## src/core/burst_pkg.sv

```systemverilog
// Package with constants and carriers for the burst clock and center register block.
package burst_pkg;

  // ----------------------------------------------------------------
  // Counter targets and widths
  // ----------------------------------------------------------------
  localparam logic [3:0] CNT_NINE = 4'h9;
  localparam logic [3:0] CNT_TEN = 4'hA;
  localparam logic [3:0] CNT_TWELVE = 4'hC;
  localparam logic [3:0] CNT_THIRTEEN = 4'hD;
  localparam logic [3:0] CNT_RESET = 4'h0;
  localparam int DIGITS = 10;
  localparam int DIGIT_W = 4;
  localparam logic [3:0] DIGIT_ZERO = 4'h0;

  // ----------------------------------------------------------------
  // Wishbone register map
  // ----------------------------------------------------------------
  localparam logic [3:0] ADR_CONTROL = 4'h0;
  localparam logic [3:0] ADR_STATUS = 4'h4;
  localparam logic [3:0] ADR_CENTER_LO = 4'h8;
  localparam logic [3:0] ADR_CENTER_HI = 4'hC;
  localparam int CTL_LOW_ZERO_BIT = 0;
  localparam int CTL_ACCUM_EN_BIT = 1;
  localparam int CTL_REMOTE_BIT = 2;
  localparam logic [2:0] CONTROL_RESET = 3'h0;

  // ----------------------------------------------------------------
  // Carriers
  // ----------------------------------------------------------------
  typedef struct packed {
    logic burst10_req_n;
    logic burst12_req_n;
    logic burst13_req_n;
    logic jam10_req_n;
  } burst_req_t;

  typedef struct packed {
    logic unit_select_instr_n;
    logic clear_flag3_instr_n;
    logic set_flag2_instr_n;
    logic set_flag3_n;
    logic set_center_point_n;
    logic bus_to_center_reg;
    logic keys_to_bus;
    logic center_to_result_bus;
    logic center_to_transfer_bus;
  } instr_t;

  typedef struct packed {
    logic key_digit_bit8;
    logic key_digit_bit4;
    logic key_digit_bit2;
    logic key_digit_bit1;
  } key_digit_t;

  typedef enum logic [1:0] {
    IDLE = 2'b00,
    COUNT = 2'b01,
    DONE = 2'b11
  } burst_state_t;

endpackage

```

## src/core/burst_core.sv

```systemverilog
// Burst clock generator, state strobes and center-frequency register.
`timescale 1ns/1ps
module burst_core (
  // Clock and reset
  input wire logic clk_i,
  input wire logic rst_i,
  input wire logic power_up_detect_n_i,
  // Sequencer side
  input wire logic [6:0] state_i,
  input burst_pkg::burst_req_t req_i,
  input wire logic range_ok_i,
  input wire logic plugin_load_n_i,
  input wire logic bus_to_mreg_n_i,
  input burst_pkg::key_digit_t key_i,
  // Wishbone slave
  input wire logic cyc_i,
  input wire logic stb_i,
  input wire logic we_i,
  input wire logic [3:0] adr_i,
  input wire logic [3:0] sel_i,
  input wire logic [31:0] dat_i,
  output logic [31:0] dat_o,
  output logic ack_o,
  // Flags and clocks
  output logic count_match_flag_o,
  output logic ten_or_more_flag_o,
  output logic [3:0] count_o,
  output logic ninth_clock_n_o,
  output logic shared_clk_en_o,
  output logic mreg_clk_en_o,
  output logic plugin_clock_n_o,
  output logic readout_burst10_o,
  // Decoded outputs and control-register bits
  output logic [3:0] code_enable_n_o,
  output logic [15:0] dec1_n_o,
  output logic [15:0] dec2_n_o,
  output logic [15:0] dec3_n_o,
  output burst_pkg::instr_t instr_o,
  output logic low_digit_zero_n_o,
  output logic accum_out_enable_o,
  // Digit buses
  output logic [3:0] result_bus_o,
  output logic [3:0] transfer_bus_o,
  output logic [3:0] plugin_data_o
);
  import burst_pkg::*;

  // ----------------------------------------------------------------
  // Decoders
  // ----------------------------------------------------------------
  logic [3:0] code_w;
  logic [15:0] d1_w;
  logic [15:0] d2_w;
  logic [15:0] d3_w;
  instr_t instr_w;

  state_decoder u_dec (
    .state_i(state_i),
    .code_enable_n_o(code_w),
    .dec1_n_o(d1_w),
    .dec2_n_o(d2_w),
    .dec3_n_o(d3_w),
    .instr_o(instr_w)
  );

  // ----------------------------------------------------------------
  // Burst counter
  // ----------------------------------------------------------------
  function automatic logic [3:0] target(input burst_req_t r);
    if (!r.burst13_req_n) begin
      return CNT_THIRTEEN;
    end else if (!r.burst12_req_n) begin
      return CNT_TWELVE;
    end
    return CNT_TEN;
  endfunction

  logic any_req;
  logic [3:0] cnt_reg;
  logic [3:0] cnt_next;
  logic match_reg;
  logic match_next;
  logic tom_reg;
  logic tom_next;
  logic ninth_reg;
  logic ninth_next;
  burst_state_t st_reg;
  burst_state_t st_next;

  always_comb begin
    any_req = !(req_i.burst10_req_n & req_i.burst12_req_n
      & req_i.burst13_req_n & req_i.jam10_req_n);
    cnt_next = cnt_reg;
    st_next = st_reg;
    unique case (st_reg)
      IDLE: begin
        cnt_next = CNT_RESET;
        if (any_req) begin
          st_next = COUNT;
          cnt_next = 4'h1;
        end
      end
      COUNT: begin
        if (!any_req) begin
          st_next = IDLE;
          cnt_next = CNT_RESET;
        end else if (cnt_reg == target(req_i)) begin
          st_next = DONE;
        end else begin
          cnt_next = cnt_reg + 4'h1;
        end
      end
      DONE: begin
        if (!any_req) begin
          st_next = IDLE;
          cnt_next = CNT_RESET;
        end
      end
      default: begin
        st_next = IDLE;
        cnt_next = CNT_RESET;
      end
    endcase
    match_next = any_req && (cnt_next == target(req_i));
    tom_next = any_req && (cnt_next >= CNT_TEN);
    ninth_next = !(any_req && cnt_next == CNT_NINE);
  end

  always_ff @(posedge clk_i) begin
    if (rst_i) begin
      st_reg <= IDLE;
      cnt_reg <= CNT_RESET;
      match_reg <= 1'b0;
      tom_reg <= 1'b0;
      ninth_reg <= 1'b1;
    end else begin
      st_reg <= st_next;
      cnt_reg <= cnt_next;
      match_reg <= match_next;
      tom_reg <= tom_next;
      ninth_reg <= ninth_next;
    end
  end

  // ----------------------------------------------------------------
  // Clock gates
  // ----------------------------------------------------------------
  logic shared_reg;
  logic shared_next;
  logic mreg_reg;
  logic mreg_next;
  logic pick_reg;
  logic pick_next;
  logic ro10_reg;
  logic ro10_next;

  always_comb begin
    shared_next = !req_i.burst10_req_n && any_req && !(cnt_next >= CNT_TEN);
    mreg_next = !bus_to_mreg_n_i && any_req && !match_next;
    pick_next = !(!plugin_load_n_i && shared_next);
    ro10_next = shared_next;
  end

  always_ff @(posedge clk_i) begin
    if (rst_i) begin
      shared_reg <= 1'b0;
      mreg_reg <= 1'b0;
      pick_reg <= 1'b1;
      ro10_reg <= 1'b0;
    end else begin
      shared_reg <= shared_next;
      mreg_reg <= mreg_next;
      pick_reg <= pick_next;
      ro10_reg <= ro10_next;
    end
  end

  // ----------------------------------------------------------------
  // Center-frequency register
  // ----------------------------------------------------------------
  logic [DIGIT_W-1:0] cf_reg [DIGITS];
  logic [DIGIT_W-1:0] cf_next [DIGITS];
  logic [3:0] rbus_reg;
  logic [3:0] rbus_next;
  logic [3:0] tbus_reg;
  logic [3:0] tbus_next;
  logic [3:0] pdat_reg;
  logic [3:0] pdat_next;
  logic load_ok;
  logic shift_en;

  always_comb begin
    load_ok = instr_w.keys_to_bus && instr_w.bus_to_center_reg && range_ok_i;
    shift_en = shared_reg;
    cf_next = cf_reg;
    rbus_next = DIGIT_ZERO;
    tbus_next = DIGIT_ZERO;
    if (shift_en) begin
      for (int i = 0; i < DIGITS - 1; i++) begin
        cf_next[i] = cf_reg[i + 1];
      end
      if (load_ok && !instr_w.center_to_result_bus) begin
        cf_next[DIGITS - 1] = key_i;
      end else begin
        cf_next[DIGITS - 1] = cf_reg[0];
      end
      if (instr_w.center_to_result_bus) begin
        rbus_next = cf_reg[0];
      end
      if (instr_w.center_to_transfer_bus) begin
        tbus_next = cf_reg[0];
      end
    end
    pdat_next = plugin_load_n_i ? DIGIT_ZERO : key_i;
  end

  always_ff @(posedge clk_i) begin
    if (rst_i || !power_up_detect_n_i) begin
      for (int i = 0; i < DIGITS; i++) begin
        cf_reg[i] <= DIGIT_ZERO;
      end
      rbus_reg <= DIGIT_ZERO;
      tbus_reg <= DIGIT_ZERO;
      pdat_reg <= DIGIT_ZERO;
    end else begin
      cf_reg <= cf_next;
      rbus_reg <= rbus_next;
      tbus_reg <= tbus_next;
      pdat_reg <= pdat_next;
    end
  end

  // ----------------------------------------------------------------
  // Decoded outputs, registered
  // ----------------------------------------------------------------
  logic [3:0] code_reg;
  logic [15:0] d1_reg;
  logic [15:0] d2_reg;
  logic [15:0] d3_reg;
  instr_t instr_reg;

  always_ff @(posedge clk_i) begin
    if (rst_i) begin
      code_reg <= 4'hF;
      d1_reg <= 16'hFFFF;
      d2_reg <= 16'hFFFF;
      d3_reg <= 16'hFFFF;
      instr_reg <= '{1'b1, 1'b1, 1'b1, 1'b1, 1'b1, 1'b0, 1'b0, 1'b0, 1'b0};
    end else begin
      code_reg <= code_w;
      d1_reg <= d1_w;
      d2_reg <= d2_w;
      d3_reg <= d3_w;
      instr_reg <= instr_w;
    end
  end

  // ----------------------------------------------------------------
  // Wishbone slave
  // ----------------------------------------------------------------
  logic [2:0] ctl_reg;
  logic [2:0] ctl_next;
  logic ack_reg;
  logic ack_next;
  logic [31:0] rd_reg;
  logic [31:0] rd_next;
  logic req_now;

  always_comb begin
    req_now = cyc_i && stb_i && !ack_reg;
    ack_next = req_now;
    ctl_next = ctl_reg;
    rd_next = 32'h0000_0000;
    if (req_now && we_i && adr_i == ADR_CONTROL && sel_i[0]) begin
      ctl_next = dat_i[2:0];
    end
    if (req_now && !we_i) begin
      unique case (adr_i)
        ADR_CONTROL: rd_next = {29'h0, ctl_reg};
        ADR_STATUS: rd_next = {17'h0, st_reg, tom_reg, match_reg, cnt_reg, state_i};
        ADR_CENTER_LO: rd_next = {cf_reg[7], cf_reg[6], cf_reg[5], cf_reg[4],
          cf_reg[3], cf_reg[2], cf_reg[1], cf_reg[0]};
        ADR_CENTER_HI: rd_next = {24'h0, cf_reg[9], cf_reg[8]};
        default: rd_next = 32'h0000_0000;
      endcase
    end
  end

  always_ff @(posedge clk_i) begin
    if (rst_i) begin
      ctl_reg <= CONTROL_RESET;
      ack_reg <= 1'b0;
      rd_reg <= 32'h0000_0000;
    end else begin
      ctl_reg <= ctl_next;
      ack_reg <= ack_next;
      rd_reg <= rd_next;
    end
  end

  // ----------------------------------------------------------------
  // Output assignments
  // ----------------------------------------------------------------
  assign count_match_flag_o = match_reg;
  assign ten_or_more_flag_o = tom_reg;
  assign count_o = cnt_reg;
  assign ninth_clock_n_o = ninth_reg;
  assign shared_clk_en_o = shared_reg;
  assign mreg_clk_en_o = mreg_reg;
  assign plugin_clock_n_o = pick_reg;
  assign readout_burst10_o = ro10_reg;
  assign code_enable_n_o = code_reg;
  assign dec1_n_o = d1_reg;
  assign dec2_n_o = d2_reg;
  assign dec3_n_o = d3_reg;
  assign instr_o = instr_reg;
  assign low_digit_zero_n_o = !ctl_reg[CTL_LOW_ZERO_BIT];
  assign accum_out_enable_o = ctl_reg[CTL_ACCUM_EN_BIT];
  assign result_bus_o = rbus_reg;
  assign transfer_bus_o = tbus_reg;
  assign plugin_data_o = pdat_reg;
  assign dat_o = rd_reg;
  assign ack_o = ack_reg;
endmodule

```

## src/core/state_decoder.sv

```systemverilog
// Decoder that turns the seven-bit machine state into instruction strobes.
`timescale 1ns/1ps
module state_decoder (
  // State input
  input wire logic [6:0] state_i,
  // Decoded enables and instructions
  output logic [3:0] code_enable_n_o,
  output logic [15:0] dec1_n_o,
  output logic [15:0] dec2_n_o,
  output logic [15:0] dec3_n_o,
  output burst_pkg::instr_t instr_o
);
  import burst_pkg::*;

  function automatic logic [15:0] one_low(input logic en, input logic [3:0] idx);
    logic [15:0] v;
    v = 16'hFFFF;
    if (en) begin
      v[idx] = 1'b0;
    end
    return v;
  endfunction

  logic [3:0] code_n;
  logic [3:0] low4;
  logic [15:0] d1;
  logic [15:0] d2;
  logic [15:0] d3;

  always_comb begin
    low4 = state_i[3:0];
    code_n = 4'hF;
    code_n[state_i[5:4]] = 1'b0;
    d1 = one_low(!code_n[1], low4);
    d2 = one_low(!code_n[2], low4);
    d3 = one_low(!code_n[3], low4);
    code_enable_n_o = code_n;
    dec1_n_o = d1;
    dec2_n_o = d2;
    dec3_n_o = d3;
    instr_o.unit_select_instr_n = d1[6];
    instr_o.clear_flag3_instr_n = d1[6];
    instr_o.set_flag2_instr_n = d1[6];
    instr_o.set_center_point_n = d2[5];
    instr_o.center_to_result_bus = !(d1[15] & d1[14] & d2[0] & d2[1]);
    instr_o.bus_to_center_reg = !d2[5] | instr_o.center_to_result_bus;
    instr_o.keys_to_bus = !(d2[5] & d1[4] & d1[13] & d1[12] & d1[11]);
    instr_o.set_flag3_n = d1[13] & d1[12] & d1[11] & d1[0];
    instr_o.center_to_transfer_bus = !d3[0];
  end
endmodule

```

## config.mk

```make
export PLATFORM = sky130hd
export DESIGN_NAME = burst_core
export DESIGN_NICKNAME = d
export VERILOG_FILES = /design/src/core/burst_pkg.sv /design/src/core/burst_core.sv /design/src/core/state_decoder.sv
export SDC_FILE = /design/constraint.sdc
export NUM_CORES = 1
export LEC_CHECK = 0
export BUFFER_PORTS_ARGS = -buffer_cell sky130_fd_sc_hd__buf_2
export CORE_AREA = 10 10 99 136
export CTS_BUF_LIST = sky130_fd_sc_hd__clkbuf_16
export DETAILED_ROUTE_END_ITERATION = 12
export DIE_AREA = 0 0 109 146
export GPL_TIMING_DRIVEN = 0
export PLACE_DENSITY = 0.77
export SYNTH_ARGS = -nofsm -noshare
export SYNTH_HDL_FRONTEND = slang
export SYNTH_SLANG_ARGS = --single-unit
```

## constraint.sdc

```tcl
create_clock -name clk_i -period 2.5 [get_ports clk_i]
set_input_delay 0.25 -clock clk_i [delete_from_list [all_inputs] [get_ports clk_i]]
set_output_delay 0.25 -clock clk_i [all_outputs]
set_load 0.01 [all_outputs]
```

==> impl_metrics.toml <==
[grt]
overflow = 0
grt_usage_pct = 16.6
grt_max_degree = 17
grt_pass1_vias = 4178
grt_pass1_wl_um = 21000
antenna_found_initial = 0

[final_layout]
drive_above_1_share_pct = 29.2
area_growth_pct = 28.9
largest_register_ff_count = 40
finalInstanceArea_um2 = 6760
multi_input_area_um2 = 1930
num-fill-cells = 920
post-route-util_pct = 60.8
fin_nets = 740
diodes = 0
regArea_um2 = 3140

[synth]
synth_cells = 507
synth_area_per_cell_um2 = 10.3
synthArstFlopShare_pct = 0
synth-seq-cells = 157
yosysTopAreaCell = "dfxtp_1"
yosys.cell_types.count = 47
synth_compound_area_share_pct = 5.01
syn_area_um2 = 5250
synthTopCellsByArea = "dfxtp_1 (60%), mux2i_1 (8.2%), nor2_1 (5.9%), nand2_1 (4.0%), and2_1 (3.5%)"
synth_flop_cell = "dfxtp_1"
synth_top_area_share_pct = 59.9
synth_edf_count = 0
synthMuxAreaShare_pct = 10.6
synth-xor-area-share_pct = 0.167
yosys_warnings = 0
synth_top_family_by_area = "simple AND/OR/NAND/NOR gates"
synthSimpleGateAreaFrac_pct = 20.8
syn_nets = 572
synth_fa_ha_area_share_pct = 0.239
ys_seq_area_share_pct = 59.9

[clock_network]
clock_path_buffers = 2
ctsResizeCount = 0
cts_root_buf = "clkbuf_16"
cts.sink_count = 157
cts_hold_buf = 0
cts_setup_buffers = 0
cts_tree = "built"
cts_buffers = 17
htree_levels = 4
path_clk_slew_ns = 0.06
worstSkewPairLatency_ns = 0.41

[drt]
via_count = 4117
ant_nets = 0
wl_um = 13600
routed_via_density = 4.95
drc = 0
drt_iter0_drc = 217
wire_per_inst_um = 16.3
dr.pass1.iters = 4

[flow_run]
drv_cap = 0

[timing]
fin_crit_ns = 2.16
rsz0062_at_grt = "no"
slew_headroom_pct = 48.5
hold_violations = 0
finClkSkew_ns = 0.0117
fmaxAchievable_mhz = 464
worst-slew-pin-transition_ns = 0.772
period_share_pct = 86.2
fin_tns_setup_ns = 0
slew_violations = 0
setup_viol = 0

[die]
chipWidth_um = 109
start_util_pct = 47.2
die_area_um2 = 15900
num_rows = 46
coreArea_um2 = 11100
io_pins = 183
die_h_um = 146

[hold_path]
hold_depth = 2
hold_class = "in2reg"
hold_end = "readout_burst10_o"
hp-start = "req_i[3]"

[place]
hpwl_um = 10400
dpl_cell_area_um2 = 6170
gp_congestion = 0.857
port_buffers = 149

[power]
power.density_nw_per_um2 = 781
p_leak_nw = 2.81
max-vdd-ir-drop_mv = 0.523

[setup_path]
rr_endpoint = "count_match_flag_o"
end_kind = "flip-flop"
worstSetupPathType = "reg2reg"
path_max_fanout = 9
worst_r2r_path_depth = 6
cpMaxStageDelayCell = "or4b_4"
ff2ff_setup_slack_ns = 0.34
cp-start-kind = "flip-flop"
r2r_start = "count_o[0]"
path_cells = "or3b_1 > a21oi_4 > or4b_4 > and2_1 > o21ai_0 > a41o_1"
cpPeakStageDelay_ns = 0.55
arrival_ns = 2.51
cp.required_ns = 2.85

[run_status]
outcome = "complete, no violations"
-- cells in the mapped netlist (2+ instances only) --
master,count
inv_1,10
a21oi_1,3
a22oi_1,12
nand3b_1,2
nand2b_1,10
dfxtp_1,157
nand4b_1,3
nor2_1,82
nand3_1,2
nand2_1,56
nor3b_1,6
nor3_1,6
a211oi_1,5
o21ai_0,4
buf_4,5
and2_1,29
mux4_2,3
nor4b_1,3
or3_1,3
mux2_2,5
mux2i_1,43
nor2b_1,4
buf_1,3
and3_1,5
clkbuf_1,22
nand4_1,3
-- per-layer routing --
layer | part of all wire [%] | vias to the layer above | GRT usage, %
li1 | - | 2025 | -
met1 | 37 | 1922 | 16.8
met2 | 52 | 149 | 29.7
met3 | 9.2 | 21 | 5.81
met4 | 1.3 | 0 | 6.68
met5 | 0 | - | 0
-- worst max path at each step --
stage | start | to | depth (start not counted)
floorplan | count_o[0] | mreg_clk_en_o | 6
global route | ack_o | dat_o[28] | 6
CTS | ack_o | dat_o[23] | 6
global placement | count_o[0] | count_match_flag_o | 6
finish | count_o[0] | count_match_flag_o | 6
detailed placement | ack_o | dat_o[23] | 6
-- critical path: cells and delay by family (launching register included) --
family           cells  cell delay [ns]
AND/OR/NAND/NOR      3             0.97
AO/OA/AOI/OAI        3             0.61
flip-flops           1             0.53
-- cell type report --
type                    count  area share [%]
flip-flops and latches    157            46.5
multi-input cells         309            28.5
repair buffers            149            11.0
clock buffers              17            6.29
well taps                 144            2.67
clock inverters            15            2.41
plain buffers              31            2.02
inverters                  10           0.555
-- power breakdown --
group	internal, W	switching (W)
Combinational	0.0000930	0.000148
Clock	0.00149	0.00102
Sequential	0.00252	0.0000137
Total	0.00410	0.00118
-- layout by cell type (no fill, tap or decap), types with 2 or more instances in the layout --
master,netlist,layout
dfxtp_1,157,157
nor2_1,82,82
nor3b_1,6,6
buf_1,3,3
clkbuf_1,22,22
inv_1,10,11
nand4b_1,3,3
mux4_2,3,3
inv_6,0,5
a211oi_1,5,5
nand2_1,56,56
bufinv_16,0,2
mux2_2,5,5
nor3_1,6,6
a21oi_1,3,3
nand3_1,2,2
and2_1,29,29
clkbuf_16,0,17
o21ai_0,4,4
nor4b_1,3,3
nor2b_1,4,4
clkinvlp_4,0,3
nand4_1,3,3
buf_4,5,5
or3_1,3,3
a22oi_1,12,12
nand3b_1,2,2
and3_1,5,5
nand2b_1,10,10
mux2i_1,43,43
buf_2,1,150
clkinv_4,0,2
-- logic make-up after synthesis --
logic type / count (synthesis)
AND/OR/NAND/NOR: 223
flip-flops: 157
multiplexers: 51
buffers and inverters: 41
AO/OA/AOI/OAI: 33
XOR/XNOR: 1
adder cells (fa/ha/maj): 1
-- metrics by stage --
stage          setup WS, ns  total power (W)  std cells  hold WS, ns
5_1_grt               0.188          0.00545        832       0.0510
3_5_place_dp          0.380          0.00283        800        0.478
6_report              0.344          0.00528        832       0.0585
4_1_cts               0.364          0.00533        832       0.0414
2_1_floorplan         0.576          0.00273        507        0.326
3_3_place_gp          0.450          0.00282        800        0.474
No activity file was read; power rests on OpenSTA's default activity.
